===== src/core/tcpwm_map.svh =====
// Register offsets, field positions and reset values of the PWM core.
// Assumes inclusion by bare name from the core's design files.
`ifndef TCPWM_MAP_SVH
`define TCPWM_MAP_SVH

// Byte offsets within the 256-byte register window
`define TCPWM_OFF_PERIOD 8'h00
`define TCPWM_OFF_DEADTIME 8'h04
`define TCPWM_OFF_MINPULSE 8'h08
`define TCPWM_OFF_GATE 8'h0c
`define TCPWM_OFF_DUTY_A 8'h10
`define TCPWM_OFF_DUTY_B 8'h14
`define TCPWM_OFF_DUTY_C 8'h18
`define TCPWM_OFF_SEGMENT 8'h1c
`define TCPWM_OFF_STATUS 8'h20

// Segment select fields: swap bit of phase A, off bits of phase A
`define TCPWM_SEG_SWAP_A 8
`define TCPWM_SEG_OFF_AH 4
`define TCPWM_SEG_OFF_AL 5
`define TCPWM_SEG_W 9

// Gate chop fields
`define TCPWM_GATE_HI_EN 8
`define TCPWM_GATE_LO_EN 9
`define TCPWM_GATE_W 10

// Status fields
`define TCPWM_ST_RUN 0
`define TCPWM_ST_TRIPPED 1
`define TCPWM_ST_POL 2
`define TCPWM_ST_TRIP_PIN 3
`define TCPWM_ST_DUTY_LSB 4

// Reset values
`define TCPWM_SEG_RST 9'h000
`define TCPWM_GATE_RST 10'h000

`endif


===== src/core/tcpwm_pkg.sv =====
// Types shared by the PWM core files.
// Assumes nothing of its surroundings.
package tcpwm_pkg;
  // Run state of the switching timer
  typedef enum logic [1:0] {
    TCPWM_IDLE,
    TCPWM_RUN,
    TCPWM_TRIP
  } tcpwm_state_t;
endpackage : tcpwm_pkg


===== src/core/tcpwm_chop.sv =====
// Gate chopping carrier: toggles every (div+1) peripheral ticks.
// Assumes tick is a one-cycle enable at the peripheral rate.
module tcpwm_chop #(
  parameter int CW = 6
) (
  input wire logic hclk,
  input wire logic hresetn,
  input wire logic tick,
  input wire logic enable,
  input wire logic [CW-1:0] div,
  output logic carrier_q
);
  logic [CW-1:0] cnt_q; // Ticks in the current half period

  // Divider and carrier toggle
  always_ff @(posedge hclk or negedge hresetn) begin
    if (!hresetn) begin
      cnt_q <= '0;
      carrier_q <= 1'b1;
    end else if (!enable) begin
      // Idle carrier passes the gate signal unchanged
      cnt_q <= '0;
      carrier_q <= 1'b1;
    end else if (tick) begin
      if (cnt_q >= div) begin
        cnt_q <= '0;
        carrier_q <= !carrier_q;
      end else begin
        cnt_q <= cnt_q + {{(CW-1){1'b0}}, 1'b1};
      end
    end
  end
endmodule : tcpwm_chop


===== src/core/tcpwm_phase.sv =====
// Edge timing of one inverter phase, purely combinational.
// Assumes the caller registers the result and supplies a count below period.
module tcpwm_phase #(
  parameter int W = 12
) (
  input wire logic [W-1:0] cnt,
  input wire logic [W-1:0] period,
  input wire logic [W-1:0] duty,
  input wire logic [W-1:0] dtime,
  input wire logic [W-1:0] min_pulse,
  output logic hi_on,
  output logic lo_on
);
  localparam int SW = W + 3;
  logic signed [SW-1:0] c2; // Doubled count, sampled mid-tick
  logic signed [SW-1:0] per_s; // Period, signed
  logic signed [SW-1:0] on_hi; // High-side width after deadtime
  logic signed [SW-1:0] lo_w; // Low-side width after deadtime
  logic signed [SW-1:0] pd_s; // Minimum pulse, signed
  logic del_hi; // High pulse dropped
  logic del_lo; // Low pulse dropped

  // Windows mirrored about the period centre
  always_comb begin
    c2 = signed'({2'b00, cnt, 1'b1});
    per_s = signed'({3'b000, period});
    pd_s = signed'({3'b000, min_pulse});
    on_hi = signed'({3'b000, duty}) - signed'({3'b000, dtime});
    lo_w = per_s - signed'({3'b000, duty}) - signed'({3'b000, dtime});
    del_hi = (on_hi <= 0) || (on_hi < pd_s);
    del_lo = (lo_w <= 0) || (lo_w < pd_s);
    if (del_hi) begin
      // Low side saturated on
      hi_on = 1'b0;
      lo_on = 1'b1;
    end else if (del_lo) begin
      // High side saturated on, no deadtime at the cycle edge
      hi_on = 1'b1;
      lo_on = 1'b0;
    end else begin
      // Symmetric high window, low outside a gap of deadtime
      // Half-open windows keep exact tick widths for odd values too
      hi_on = (c2 >= per_s - on_hi) && (c2 < per_s + on_hi);
      lo_on = (c2 < lo_w) || (c2 >= per_s + per_s - lo_w);
    end
  end
endmodule : tcpwm_phase


===== src/core/tcpwm_top.sv =====
// Three-phase center-aligned PWM core with an AHB-Lite register slave.
// Assumes one hclk domain, one bus master, and asynchronous trip/polarity pins.
//
// Implementation choices: register access over AHB-Lite and the placing of the registers.
`include "tcpwm_map.svh"
module tcpwm_top #(
  parameter int W = 12, // Period, duty, deadtime width
  parameter int CW = 6 // Chop divider field width
) (
  input wire logic hclk,
  input wire logic hresetn,
  input wire logic hsel,
  input wire logic [31:0] haddr,
  input wire logic [1:0] htrans,
  input wire logic hwrite,
  input wire logic [2:0] hsize,
  input wire logic [31:0] hwdata,
  input wire logic hready,
  output logic hreadyout,
  output logic hresp,
  output logic [31:0] hrdata,
  input wire logic fault_trip_in,
  input wire logic output_polarity_in,
  output logic phase_a_high_out,
  output logic phase_a_low_out,
  output logic phase_b_high_out,
  output logic phase_b_low_out,
  output logic phase_c_high_out,
  output logic phase_c_low_out,
  output logic cycle_sync_out,
  output logic trip_event_out
);
  // Bus state
  logic acc_w; // Address phase taken
  logic wr_pend_q; // Write data phase pending
  logic [7:0] wr_addr_q; // Write offset
  logic [31:0] rd_d; // Read mux
  // Pin synchronisers
  logic trip_m_q, trip_s_q, trip_d_q;
  logic pol_m_q, pol_s_q;
  // Shadow registers
  logic [W-1:0] per_sh_q, dt_sh_q, pd_sh_q;
  logic [W-1:0] duty_sh_q [3];
  logic [2:0] dw_q; // Duty written flags
  logic [`TCPWM_SEG_W-1:0] seg_sh_q;
  logic [`TCPWM_GATE_W-1:0] gate_q;
  logic period_ok_q; // Period written since reset or trip
  logic trip_flag_q; // Sticky trip record
  // Active timing set
  logic [W-1:0] per_act_q, dt_act_q, pd_act_q;
  logic [W-1:0] duty_act_q [3];
  logic [`TCPWM_SEG_W-1:0] seg_act_q;
  // Timer
  tcpwm_pkg::tcpwm_state_t state_q;
  logic tick_q; // Peripheral clock enable
  logic [W-1:0] cnt_q;
  logic load_w; // Cycle start
  logic run_w;
  logic [2:0] tu_hi, tu_lo; // Timing unit outputs
  logic carrier_w;
  logic [2:0] pin_hi_q, pin_lo_q;
  logic [5:0] pins_w;

  // Zero-wait slave, always OKAY
  assign acc_w = hsel && hready && htrans[1];
  always_ff @(posedge hclk or negedge hresetn) begin
    if (!hresetn) begin
      hreadyout <= 1'b0;
      hresp <= 1'b0;
    end else begin
      hreadyout <= 1'b1;
      hresp <= 1'b0;
    end
  end

  // Write address capture for the data phase
  always_ff @(posedge hclk or negedge hresetn) begin
    if (!hresetn) begin
      wr_pend_q <= 1'b0;
      wr_addr_q <= 8'h00;
    end else begin
      wr_pend_q <= acc_w && hwrite;
      if (acc_w) begin
        wr_addr_q <= haddr[7:0];
      end
    end
  end

  // Read mux, unmapped offsets read zero
  always_comb begin
    rd_d = 32'h0000_0000;
    case (haddr[7:0])
      `TCPWM_OFF_PERIOD: rd_d[W-1:0] = per_sh_q;
      `TCPWM_OFF_DEADTIME: rd_d[W-1:0] = dt_sh_q;
      `TCPWM_OFF_MINPULSE: rd_d[W-1:0] = pd_sh_q;
      `TCPWM_OFF_GATE: rd_d[`TCPWM_GATE_W-1:0] = gate_q;
      `TCPWM_OFF_DUTY_A: rd_d[W-1:0] = duty_sh_q[0];
      `TCPWM_OFF_DUTY_B: rd_d[W-1:0] = duty_sh_q[1];
      `TCPWM_OFF_DUTY_C: rd_d[W-1:0] = duty_sh_q[2];
      `TCPWM_OFF_SEGMENT: rd_d[`TCPWM_SEG_W-1:0] = seg_sh_q;
      `TCPWM_OFF_STATUS: begin
        rd_d[`TCPWM_ST_RUN] = run_w;
        rd_d[`TCPWM_ST_TRIPPED] = trip_flag_q;
        rd_d[`TCPWM_ST_POL] = pol_s_q;
        rd_d[`TCPWM_ST_TRIP_PIN] = trip_s_q;
        rd_d[`TCPWM_ST_DUTY_LSB +: 3] = dw_q;
      end
      default: rd_d = 32'h0000_0000;
    endcase
  end

  // Read data registered at the address phase
  always_ff @(posedge hclk or negedge hresetn) begin
    if (!hresetn) begin
      hrdata <= 32'h0000_0000;
    end else if (acc_w && !hwrite) begin
      hrdata <= rd_d;
    end
  end

  // Two-stage synchronisers for the pins
  always_ff @(posedge hclk or negedge hresetn) begin
    if (!hresetn) begin
      trip_m_q <= 1'b1;
      trip_s_q <= 1'b1;
      trip_d_q <= 1'b1;
      pol_m_q <= 1'b0;
      pol_s_q <= 1'b0;
    end else begin
      trip_m_q <= fault_trip_in;
      trip_s_q <= trip_m_q;
      trip_d_q <= trip_s_q;
      pol_m_q <= output_polarity_in;
      pol_s_q <= pol_m_q;
    end
  end

  // Trip event pulse and sticky record, set wins over clear
  always_ff @(posedge hclk or negedge hresetn) begin
    if (!hresetn) begin
      trip_event_out <= 1'b0;
      trip_flag_q <= 1'b0;
    end else begin
      trip_event_out <= trip_d_q && !trip_s_q;
      if (trip_d_q && !trip_s_q) begin
        trip_flag_q <= 1'b1;
      end else if (wr_pend_q && wr_addr_q == `TCPWM_OFF_STATUS
                   && hwdata[`TCPWM_ST_TRIPPED]) begin
        trip_flag_q <= 1'b0;
      end
    end
  end

  // Shadow registers, wiped while the trip pin is low
  always_ff @(posedge hclk or negedge hresetn) begin
    if (!hresetn) begin
      per_sh_q <= '0;
      dt_sh_q <= '0;
      pd_sh_q <= '0;
      gate_q <= `TCPWM_GATE_RST;
      seg_sh_q <= `TCPWM_SEG_RST;
      period_ok_q <= 1'b0;
    end else if (!trip_s_q) begin
      per_sh_q <= '0;
      dt_sh_q <= '0;
      pd_sh_q <= '0;
      gate_q <= `TCPWM_GATE_RST;
      seg_sh_q <= `TCPWM_SEG_RST;
      period_ok_q <= 1'b0;
    end else if (wr_pend_q) begin
      case (wr_addr_q)
        `TCPWM_OFF_PERIOD: begin
          per_sh_q <= hwdata[W-1:0];
          period_ok_q <= 1'b1;
        end
        `TCPWM_OFF_DEADTIME: dt_sh_q <= hwdata[W-1:0];
        `TCPWM_OFF_MINPULSE: pd_sh_q <= hwdata[W-1:0];
        `TCPWM_OFF_GATE: gate_q <= hwdata[`TCPWM_GATE_W-1:0];
        `TCPWM_OFF_SEGMENT: seg_sh_q <= hwdata[`TCPWM_SEG_W-1:0];
        default: period_ok_q <= period_ok_q;
      endcase
    end
  end

  // Peripheral tick at half the bus clock
  always_ff @(posedge hclk or negedge hresetn) begin
    if (!hresetn) begin
      tick_q <= 1'b0;
    end else begin
      tick_q <= !tick_q;
    end
  end

  // Cycle start: first start after period write, then each wrap
  assign load_w = tick_q && trip_s_q
    && ((state_q == tcpwm_pkg::TCPWM_IDLE && period_ok_q)
     || (state_q == tcpwm_pkg::TCPWM_RUN
         && cnt_q == per_act_q - {{(W-1){1'b0}}, 1'b1}));
  assign run_w = (state_q == tcpwm_pkg::TCPWM_RUN);

  // Run state; trip overrides all
  always_ff @(posedge hclk or negedge hresetn) begin
    if (!hresetn) begin
      state_q <= tcpwm_pkg::TCPWM_IDLE;
    end else if (!trip_s_q) begin
      state_q <= tcpwm_pkg::TCPWM_TRIP;
    end else begin
      case (state_q)
        tcpwm_pkg::TCPWM_IDLE: begin
          if (load_w) begin
            state_q <= tcpwm_pkg::TCPWM_RUN;
          end
        end
        tcpwm_pkg::TCPWM_RUN: state_q <= tcpwm_pkg::TCPWM_RUN;
        tcpwm_pkg::TCPWM_TRIP: state_q <= tcpwm_pkg::TCPWM_IDLE;
        default: state_q <= tcpwm_pkg::TCPWM_IDLE;
      endcase
    end
  end

  // Period counter on the peripheral tick
  always_ff @(posedge hclk or negedge hresetn) begin
    if (!hresetn) begin
      cnt_q <= '0;
    end else if (!run_w || load_w) begin
      cnt_q <= '0;
    end else if (tick_q) begin
      cnt_q <= cnt_q + {{(W-1){1'b0}}, 1'b1};
    end
  end

  // Shadow to active transfer at cycle start
  always_ff @(posedge hclk or negedge hresetn) begin
    if (!hresetn) begin
      per_act_q <= '0;
      dt_act_q <= '0;
      pd_act_q <= '0;
      seg_act_q <= `TCPWM_SEG_RST;
    end else if (load_w) begin
      per_act_q <= per_sh_q;
      dt_act_q <= dt_sh_q;
      pd_act_q <= pd_sh_q;
      seg_act_q <= seg_sh_q;
    end
  end

  // Sync pulse during the first tick of a cycle
  always_ff @(posedge hclk or negedge hresetn) begin
    if (!hresetn) begin
      cycle_sync_out <= 1'b0;
    end else begin
      cycle_sync_out <= run_w && cnt_q == '0 && trip_s_q;
    end
  end

  // Shared chop carrier
  tcpwm_chop #(.CW(CW)) u_chop (
    .hclk(hclk),
    .hresetn(hresetn),
    .tick(tick_q),
    .enable(gate_q[`TCPWM_GATE_HI_EN] || gate_q[`TCPWM_GATE_LO_EN]),
    .div(gate_q[CW-1:0]),
    .carrier_q(carrier_w)
  );

  // Per-phase duty shadows, timing and output stages
  for (genvar g = 0; g < 3; g++) begin : g_ph
    logic hi_sel, lo_sel, act_hi, act_lo;

    // Duty shadow, written flag, active duty; a write beats the clear
    always_ff @(posedge hclk or negedge hresetn) begin
      if (!hresetn) begin
        duty_sh_q[g] <= '0;
        dw_q[g] <= 1'b0;
        duty_act_q[g] <= '0;
      end else if (!trip_s_q) begin
        duty_sh_q[g] <= '0;
        dw_q[g] <= 1'b0;
        duty_act_q[g] <= '0;
      end else begin
        if (load_w && (&dw_q)) begin
          duty_act_q[g] <= duty_sh_q[g];
        end
        if (wr_pend_q && wr_addr_q == `TCPWM_OFF_DUTY_A + 8'(4 * g)) begin
          duty_sh_q[g] <= hwdata[W-1:0];
          dw_q[g] <= 1'b1;
        end else if (load_w && (&dw_q)) begin
          dw_q[g] <= 1'b0;
        end
      end
    end

    // Edge timing from duty, period, deadtime and minimum pulse
    tcpwm_phase #(.W(W)) u_phase (
      .cnt(cnt_q),
      .period(per_act_q),
      .duty(duty_act_q[g]),
      .dtime(dt_act_q),
      .min_pulse(pd_act_q),
      .hi_on(tu_hi[g]),
      .lo_on(tu_lo[g])
    );

    // Crossover, per-pin disable, chopping
    always_comb begin
      hi_sel = seg_act_q[`TCPWM_SEG_SWAP_A - g] ? tu_lo[g] : tu_hi[g];
      lo_sel = seg_act_q[`TCPWM_SEG_SWAP_A - g] ? tu_hi[g] : tu_lo[g];
      act_hi = run_w && hi_sel && !seg_act_q[`TCPWM_SEG_OFF_AH - 2 * g]
        && (!gate_q[`TCPWM_GATE_HI_EN] || carrier_w);
      act_lo = run_w && lo_sel && !seg_act_q[`TCPWM_SEG_OFF_AL - 2 * g]
        && (!gate_q[`TCPWM_GATE_LO_EN] || carrier_w);
    end

    // Polarity applied in the output flop
    always_ff @(posedge hclk or negedge hresetn) begin
      if (!hresetn) begin
        pin_hi_q[g] <= 1'b0;
        pin_lo_q[g] <= 1'b0;
      end else begin
        pin_hi_q[g] <= act_hi ^ !pol_s_q;
        pin_lo_q[g] <= act_lo ^ !pol_s_q;
      end
    end

  end

  assign phase_a_high_out = pin_hi_q[0];
  assign phase_a_low_out = pin_lo_q[0];
  assign phase_b_high_out = pin_hi_q[1];
  assign phase_b_low_out = pin_lo_q[1];
  assign phase_c_high_out = pin_hi_q[2];
  assign phase_c_low_out = pin_lo_q[2];
  assign pins_w = {pin_hi_q, pin_lo_q};

  // Size strobe accepted but only whole words are decoded
  logic unused_w;
  assign unused_w = ^{hsize, haddr[31:8], trip_d_q};
endmodule : tcpwm_top


===== config.mk =====
export PLATFORM = sky130hd
export DESIGN_NAME = tcpwm_top
export DESIGN_NICKNAME = d
export VERILOG_FILES = /design/src/core/tcpwm_pkg.sv /design/src/core/tcpwm_chop.sv /design/src/core/tcpwm_phase.sv /design/src/core/tcpwm_top.sv
export VERILOG_INCLUDE_DIRS = /design/src /design/src/core
export SDC_FILE = /design/constraint.sdc
export NUM_CORES = 1
export LEC_CHECK = 0
export BUFFER_PORTS_ARGS = -buffer_cell sky130_fd_sc_hd__clkbuf_2
export CAP_MARGIN = 10
export CORE_ASPECT_RATIO = 1.1
export CORE_MARGIN = 2
export CORE_UTILIZATION = 55
export CTS_CLUSTER_DIAMETER = 150
export DETAILED_ROUTE_END_ITERATION = 6
export PLACE_DENSITY_LB_ADDON = 0.05
export SYNTH_ARGS = -nofsm -noshare
export SYNTH_HDL_FRONTEND = slang
export SYNTH_SLANG_ARGS = --single-unit

===== constraint.sdc =====
create_clock -name hclk -period 7.2 [get_ports hclk]
set_input_delay 1.08 -clock hclk [delete_from_list [all_inputs] [get_ports hclk]]
set_output_delay 1.08 -clock hclk [all_outputs]
set_load 0.02 [all_outputs]

==> results.json, run 1 <==
{
  "run_status": "finished, final reports clean",
  "ctsHtreeMaxLevel": 1,
  "clock_tree_from_tritoncts": "done",
  "arrival_time_worst_endpoint_ns": 7.31,
  "die_w_um": 206.0,
  "clockRootBuffer": "clkbuf_16",
  "fin_crit_period_ns": 6.860,
  "worst_path_most_repeated_cell": "ha_1",
  "p_sw_frac": 0.2382,
  "antenna_violating_nets_post_route": 0,
  "total_leakage_power_uw": 0.01249,
  "rows": 81,
  "share_of_final_layout_standard_cells_stronger_than_drive_strength_1": 0.1045,
  "cpMaxStageDelayCell": "o31ai_1",
  "hold_buffers": 0,
  "worst_clock_skew_ns": 0.02069,
  "drc": 0,
  "end_kind": "register",
  "p_int_uw": 2075,
  "grt_pass1_vias": 21850,
  "gp_congestion": 1.004,
  "cts.path.max_buffers": 3,
  "total_overflow_reported_by_the_global_router": 0,
  "post_drt_via_cell_ratio": 6.258,
  "synth_ff_type": "dfrtp_1",
  "hold_path.class": "reg2reg",
  "critical_path.max_stage_delay_ns": 0.53,
  "finish.net_count": 3415,
  "ir_worst_vdd_mv": 0.2223,
  "worst-slew-pin-transition_ns": 1.212,
  "num_antenna_cells": 0,
  "wire_per_inst_um": 23.71,
  "cp_max_fo": 5,
  "power_switching_uw": 648.8,
  "synthCells": 2856,
  "grt_start_max_net_pins": 181,
  "timing.final.hold_violations": 0,
  "synth-seq-cells": 234,
  "synthToLayoutAreaGrowth_pct": 8.136,
  "grt.total_usage": 0.3590,
  "max_slew_margin": 0.1897,
  "synth_edf_count": 0,
  "die_height_um": 226.2,
  "placedInstanceArea_um2": 25830,
  "ios": 118,
  "core-area_um2": 44390,
  "seq_power_share": 0.493,
  "antenna_found_initial": 0,
  "combined_area_of_all_synthesized_cells_um2": 24680,
  "power.share.clock": 0.450,
  "cts_sinks": 234,
  "synth_area_per_cell_um2": 8.642,
  "power.density_cell_area_nw_per_um2": 102.0,
  "maxClockFrequency_mhz": 145.8,
  "pwr-share-comb": 0.057,
  "final_area_um2": 26690,
  "cap_violations": 0,
  "initial_utilization": 0.5560,
  "port_buffers": 48,
  "synth.distinct_cells": 96,
  "yosysWarnings": 0,
  "final.period_utilization": 0.9528,
  "cts_buffers": 23,
  "detailedRoute.firstIterationViolations": 1571,
  "routed-via-count": 22020,
  "drt_pre_antenna_iters": 6,
  "clkLatencyLatePin_ns": 0.55,
  "finalWirelength_um": 83430,
  "dpl.hpwl_um": 64690,
  "grt_pass1_wl_um": 125000,
  "num-fill-cells": 3994,
  "report.final.slew_viol_count": 0,
  "crit_path_start_kind": "register",
  "worstPathRequired_ns": 7.65,
  "crit_type": "reg2reg",
  "postSynth.asyncResetShare": 1.000,
  "timing.final.ws_setup_ns": 0.3398,
  "ys_seq_area_frac": 0.2374,
  "dieArea_um2": 46590,
  "place_ws_ns": 0.1494,
  "clkTransAtPathRegs_ns": 0.07,
  "report.final.setup_viol": 0
}
stage by stage:
stage          cells  utilization  power [uW]  hold WS [ns]  setup TNS (ns)
2_1_floorplan   2876            -        1460        0.3312               0
3_3_place_gp    3479       0.5820        1519        0.3321               0
3_5_place_dp    3479       0.5820        1522        0.3427               0
4_1_cts         3517       0.5987        2742        0.3562               0
5_1_grt         3518       0.6013        2803        0.3605       -0.005829
6_report        3518       0.6013        2723        0.3519               0
flip-flops by register name (all words and copies together) (netlist names), 2 cells and up:
| name | flops |
|---|---|
| wr_addr_q | 8 |
| seg_act_q | 9 |
| duty_sh_q | 36 |
| seg_sh_q | 9 |
| dt_act_q | 12 |
| per_act_q | 12 |
| pd_act_q | 12 |
| gate_q | 10 |
| pd_sh_q | 12 |
| cnt_q | 12 |
| dw_q | 3 |
| per_sh_q | 12 |
| hrdata | 12 |
| u_chop.cnt_q | 6 |
| duty_act_q | 36 |
| dt_sh_q | 12 |
| state_q | 2 |
Yosys cell counts (all sizes together), types with 21 or more instances:
cell type    n  share of area
a31oi       21         0.0053
o21ai      164          0.033
o21a        45          0.014
o211ai      26         0.0079
nand3       42         0.0085
mux2        64          0.029
xor2        64          0.023
a21boi      21         0.0064
nor2b       35         0.0089
or2         21         0.0053
nor2       218          0.033
o21bai      24         0.0073
ha         397           0.20
o31ai       53          0.016
nand2      214          0.033
buf         38          0.010
mux2i       64          0.026
xnor2      128          0.045
a21o        64          0.019
a21oi      195          0.040
dfrtp      230           0.23
nor3        44         0.0089
nand2b      53          0.013
inv        243          0.037
a211oi      21         0.0070
clkbuf      63          0.010
logic make-up after synthesis:
kind of cell / count (synthesis) / synth area share
xor gates and xnor gates: 193 / 0.06904
muxes: 138 / 0.06428
buffers and inverters: 348 / 0.05819
and+or+nand+nor: 735 / 0.1406
AOI/OAI and AO/OA: 775 / 0.2077
DFF: 234 / 0.2374
other: 2 / 0.0003043
adders and majority gates: 431 / 0.2224
layer usage:
layer / vias up / GRT usage / wire [um]
met5: - / 0 / 0
met4: 0 / 0.2834 / 7421
met3: 264 / 0.04026 / 4547
met2: 780 / 0.5994 / 38970
met1: 10630 / 0.4183 / 32490
li1: 10340 / - / -
path summary, 6_finish.rpt:
check                           cells past startpoint  slack (ns)          from          endpoint
worst max-delay path                               28        0.34  per_act_q[0]  phase_c_high_out
worst min-delay path                                0        0.35       pol_m_q           pol_s_q
worst max register to register                     28        0.34  per_act_q[0]  phase_c_high_out
worst min register to register                      0        0.35       pol_m_q           pol_s_q
max in group asynchronous                           2        5.34       hresetn    trip_event_out
min in group asynchronous                           1        0.46       hresetn   u_chop.cnt_q[2]
critical path, delay by kind of cell, from the launching register on:
kind                     cells  cell delay [ns]
AO/OA/AOI/OAI               12             2.75
adder cells (fa/ha/maj)      8             2.33
buffers and inverters        4             0.62
AND/OR/NAND/NOR              2             0.45
flip-flops                   1             0.38
XOR/XNOR                     2             0.24
power groups by stage:
stage	logic, uW	clock network (uW)	registers (uW)
after floorplan	97.5	0	1360
after global placement	153	0	1370
after detailed placement	156	0	1370
after CTS	156	1240	1340
after global routing	171	1290	1340
final	156	1220	1340
layout make-up:
type                       count  area [um2]  share of cell area
clock buffer                  32       649.4             0.02433
clock inverter                 6       90.09            0.003375
inverter                     244       918.4             0.03441
multi-input combinational   2294       17590              0.6590
sequential                   234        5861              0.2196
tap                          581       726.9             0.02724
timing repair buffer         127       855.8             0.03206
layout by cell type, fill, tap and decap left out, types with 24 or more instances in the layout:
cell      count
nand2b_1     53
buf_4        78
inv_1       241
clkbuf_2     47
o21bai_1     24
mux2_2       64
ha_1        395
xor2_1       62
o211ai_1     26
a21oi_1     193
nand3_1      42
a21o_1       64
nand2_1     213
o21ai_0     153
nor2b_1      33
mux2i_1      64
nor3_1       42
nor2_1      217
o31ai_1      51
xnor2_1     125
dfrtp_1     230
o21a_1       45
timing repair:
action	4_1_cts	5_1_grt
gates resized for setup	0	34
setup buffers	0	1
setup endpoints to repair	0	6
No activity file was read; power rests on OpenSTA's default activity.
==> run 2: changes to the inputs <==
- CORE_ASPECT_RATIO: 1.1 -> 0.5
==> run 2 against run 1 <==
Routed wire length down 4.0%; sequential share of layout area shrank 0.19 points; die area is 0.22% higher; non-clock buffer count increased by 8; via count decreased by 1.4%; worst hold slack got worse by 0.0090 ns; worst setup slack improved by 0.031 ns; power grew 9.2%; cell count rose by 0.60%; sequential power about the same; global-route usage shrank 1.7 points; clock power up 21%; largest power group is now clock; highest routed layer unchanged.
==> results.json, run 2 (synthesis results as in run 1) <==
{
  "final_cell_mix": "ha_1, inv_1, dfrtp_1, nor2_1, nand2_1",
  "num-fill-cells": 4005,
  "cts.path.max_buffers": 3,
  "cap_violations": 0,
  "max_slew_margin": 0.2854,
  "power.density_cell_area_nw_per_um2": 110.4,
  "routed-via-count": 21700,
  "cp_max_fo": 4,
  "grt_start_max_net_pins": 126,
  "cts_sinks": 234,
  "antenna_violating_nets_post_route": 0,
  "top_regs": "duty_act_q (36), duty_sh_q (36)",
  "grt_pass1_wl_um": 120300,
  "hold_path.class": "reg2reg",
  "fin_crit_period_ns": 6.829,
  "wire_per_inst_um": 22.63,
  "clkLatencyLatePin_ns": 0.56,
  "rows": 54,
  "cts_buffers": 25,
  "clock_tree_from_tritoncts": "done",
  "arrival_time_worst_endpoint_ns": 7.24,
  "ctsHtreeMaxLevel": 1,
  "ios": 118,
  "run_status": "finished, final reports clean",
  "crit_type": "reg2reg",
  "critical_path.max_stage_delay_ns": 0.50,
  "dpl.hpwl_um": 62290,
  "dieArea_um2": 46690,
  "drt_pre_antenna_iters": 5,
  "gp_congestion": 0.9403,
  "worst-slew-pin-transition_ns": 1.068,
  "r2r-start": "per_act_q[0]",
  "port_buffers": 48,
  "crit_path_start_kind": "register",
  "initial_utilization": 0.5620,
  "timing.critical_path.from": "per_act_q[0]",
  "detailedRoute.firstIterationViolations": 1958,
  "finalWirelength_um": 80090,
  "die_w_um": 303.6,
  "final.period_utilization": 0.9485,
  "clockRootBuffer": "clkbuf_16",
  "hold_path_startpoint": "pol_m_q",
  "stdcell_count": 3539,
  "worstPathRequired_ns": 7.61,
  "crit_path_buffers_inverters": 4,
  "maxClockFrequency_mhz": 146.4,
  "total_overflow_reported_by_the_global_router": 0,
  "die_height_um": 153.8,
  "report.final.slew_viol_count": 0,
  "drc": 0,
  "post-route-util": 0.6132,
  "worst-r2r-setup-slack_ns": 0.37,
  "post_drt_via_cell_ratio": 6.131,
  "total_power_draw_uw": 2974,
  "antenna_found_initial": 2,
  "core-area_um2": 43920,
  "critical-path-top-delay-family": "adder cells",
  "share_of_final_layout_standard_cells_stronger_than_drive_strength_1": 0.1088,
  "grt_pass1_vias": 20730,
  "clkTransAtPathRegs_ns": 0.07,
  "num_antenna_cells": 0,
  "finish.net_count": 3425,
  "hold_buffers": 0,
  "dp.cells": 3492,
  "place_ws_ns": 0.1725,
  "timing.final.ws_setup_ns": 0.3710,
  "layout.cells.most_common": "ha_1",
  "grt.total_usage": 0.3421,
  "total_leakage_power_uw": 0.01261,
  "synthToLayoutAreaGrowth_pct": 9.104,
  "cpMaxStageDelayCell": "fa_1",
  "report.final.setup_viol": 0,
  "ir_worst_vdd_mv": 0.1896,
  "end_kind": "register",
  "timing.final.hold_violations": 0,
  "worst_clock_skew_ns": 0.02645
}
-- run 2: where the power goes --
group	leakage (uW)	total (uW)	internal (uW)	switching [uW]
Clock	0.000451	1480	885	593
Sequential	0.00320	1340	1330	13.0
Combinational	0.00895	154	46.0	108
Total	0.0126	2970	2260	714
-- run 2: per-layer routing --
metal	part of all wire	up-vias	track usage
met2	0.41	725	0.5095
met5	0	-	0
met4	0.024	0	0.08100
li1	-	10380	-
met3	0.10	102	0.08987
met1	0.46	10500	0.4931
-- run 2: layout make-up --
cell class                      count  area (um2)  area share
Tap cell                          588       735.7     0.02732
Inverter                          244       918.4     0.03410
Clock inverter                     14       235.2    0.008735
Timing Repair Buffer              135       907.1     0.03368
Sequential cell                   234        5862      0.2177
Multi-Input combinational cell   2294       17600      0.6534
Clock buffer                       30       674.4     0.02504
-- run 2: per-stage QoR --
stage               hold slack [ns]  area [um2]  setup TNS, ns
floorplan                    0.3312       24760              0
global placement             0.3333       25870              0
detailed placement           0.3371       25870              0
CTS                          0.3489       26780              0
global route                 0.3585       26930        -0.1211
finish                       0.3428       26930              0
-- run 2: path summary, 6_finish.rpt --
path / end / depth (start not counted)
max: phase_b_high_out / 32
min: pol_s_q / 0
max reg2reg: phase_b_high_out / 32
min reg2reg: pol_s_q / 0
max in group asynchronous: per_act_q[1] / 2
min in group asynchronous: wr_addr_q[1] / 1
-- run 2: worst reg2reg max path, delay by kind of cell, from the launching register on --
kind	cells	cell delay (ns)
AO/OA/AOI/OAI	14	2.30
XOR/XNOR	3	0.57
adder cells (fa/ha/maj)	7	2.43
buffers and inverters	4	0.50
flip-flops	1	0.34
AND/OR/NAND/NOR	4	0.56
-- run 2: timing repair --
item	CTS	global route
setup buffers	0	3
gates resized for setup	0	32
endpoints found under the setup margin	0	6
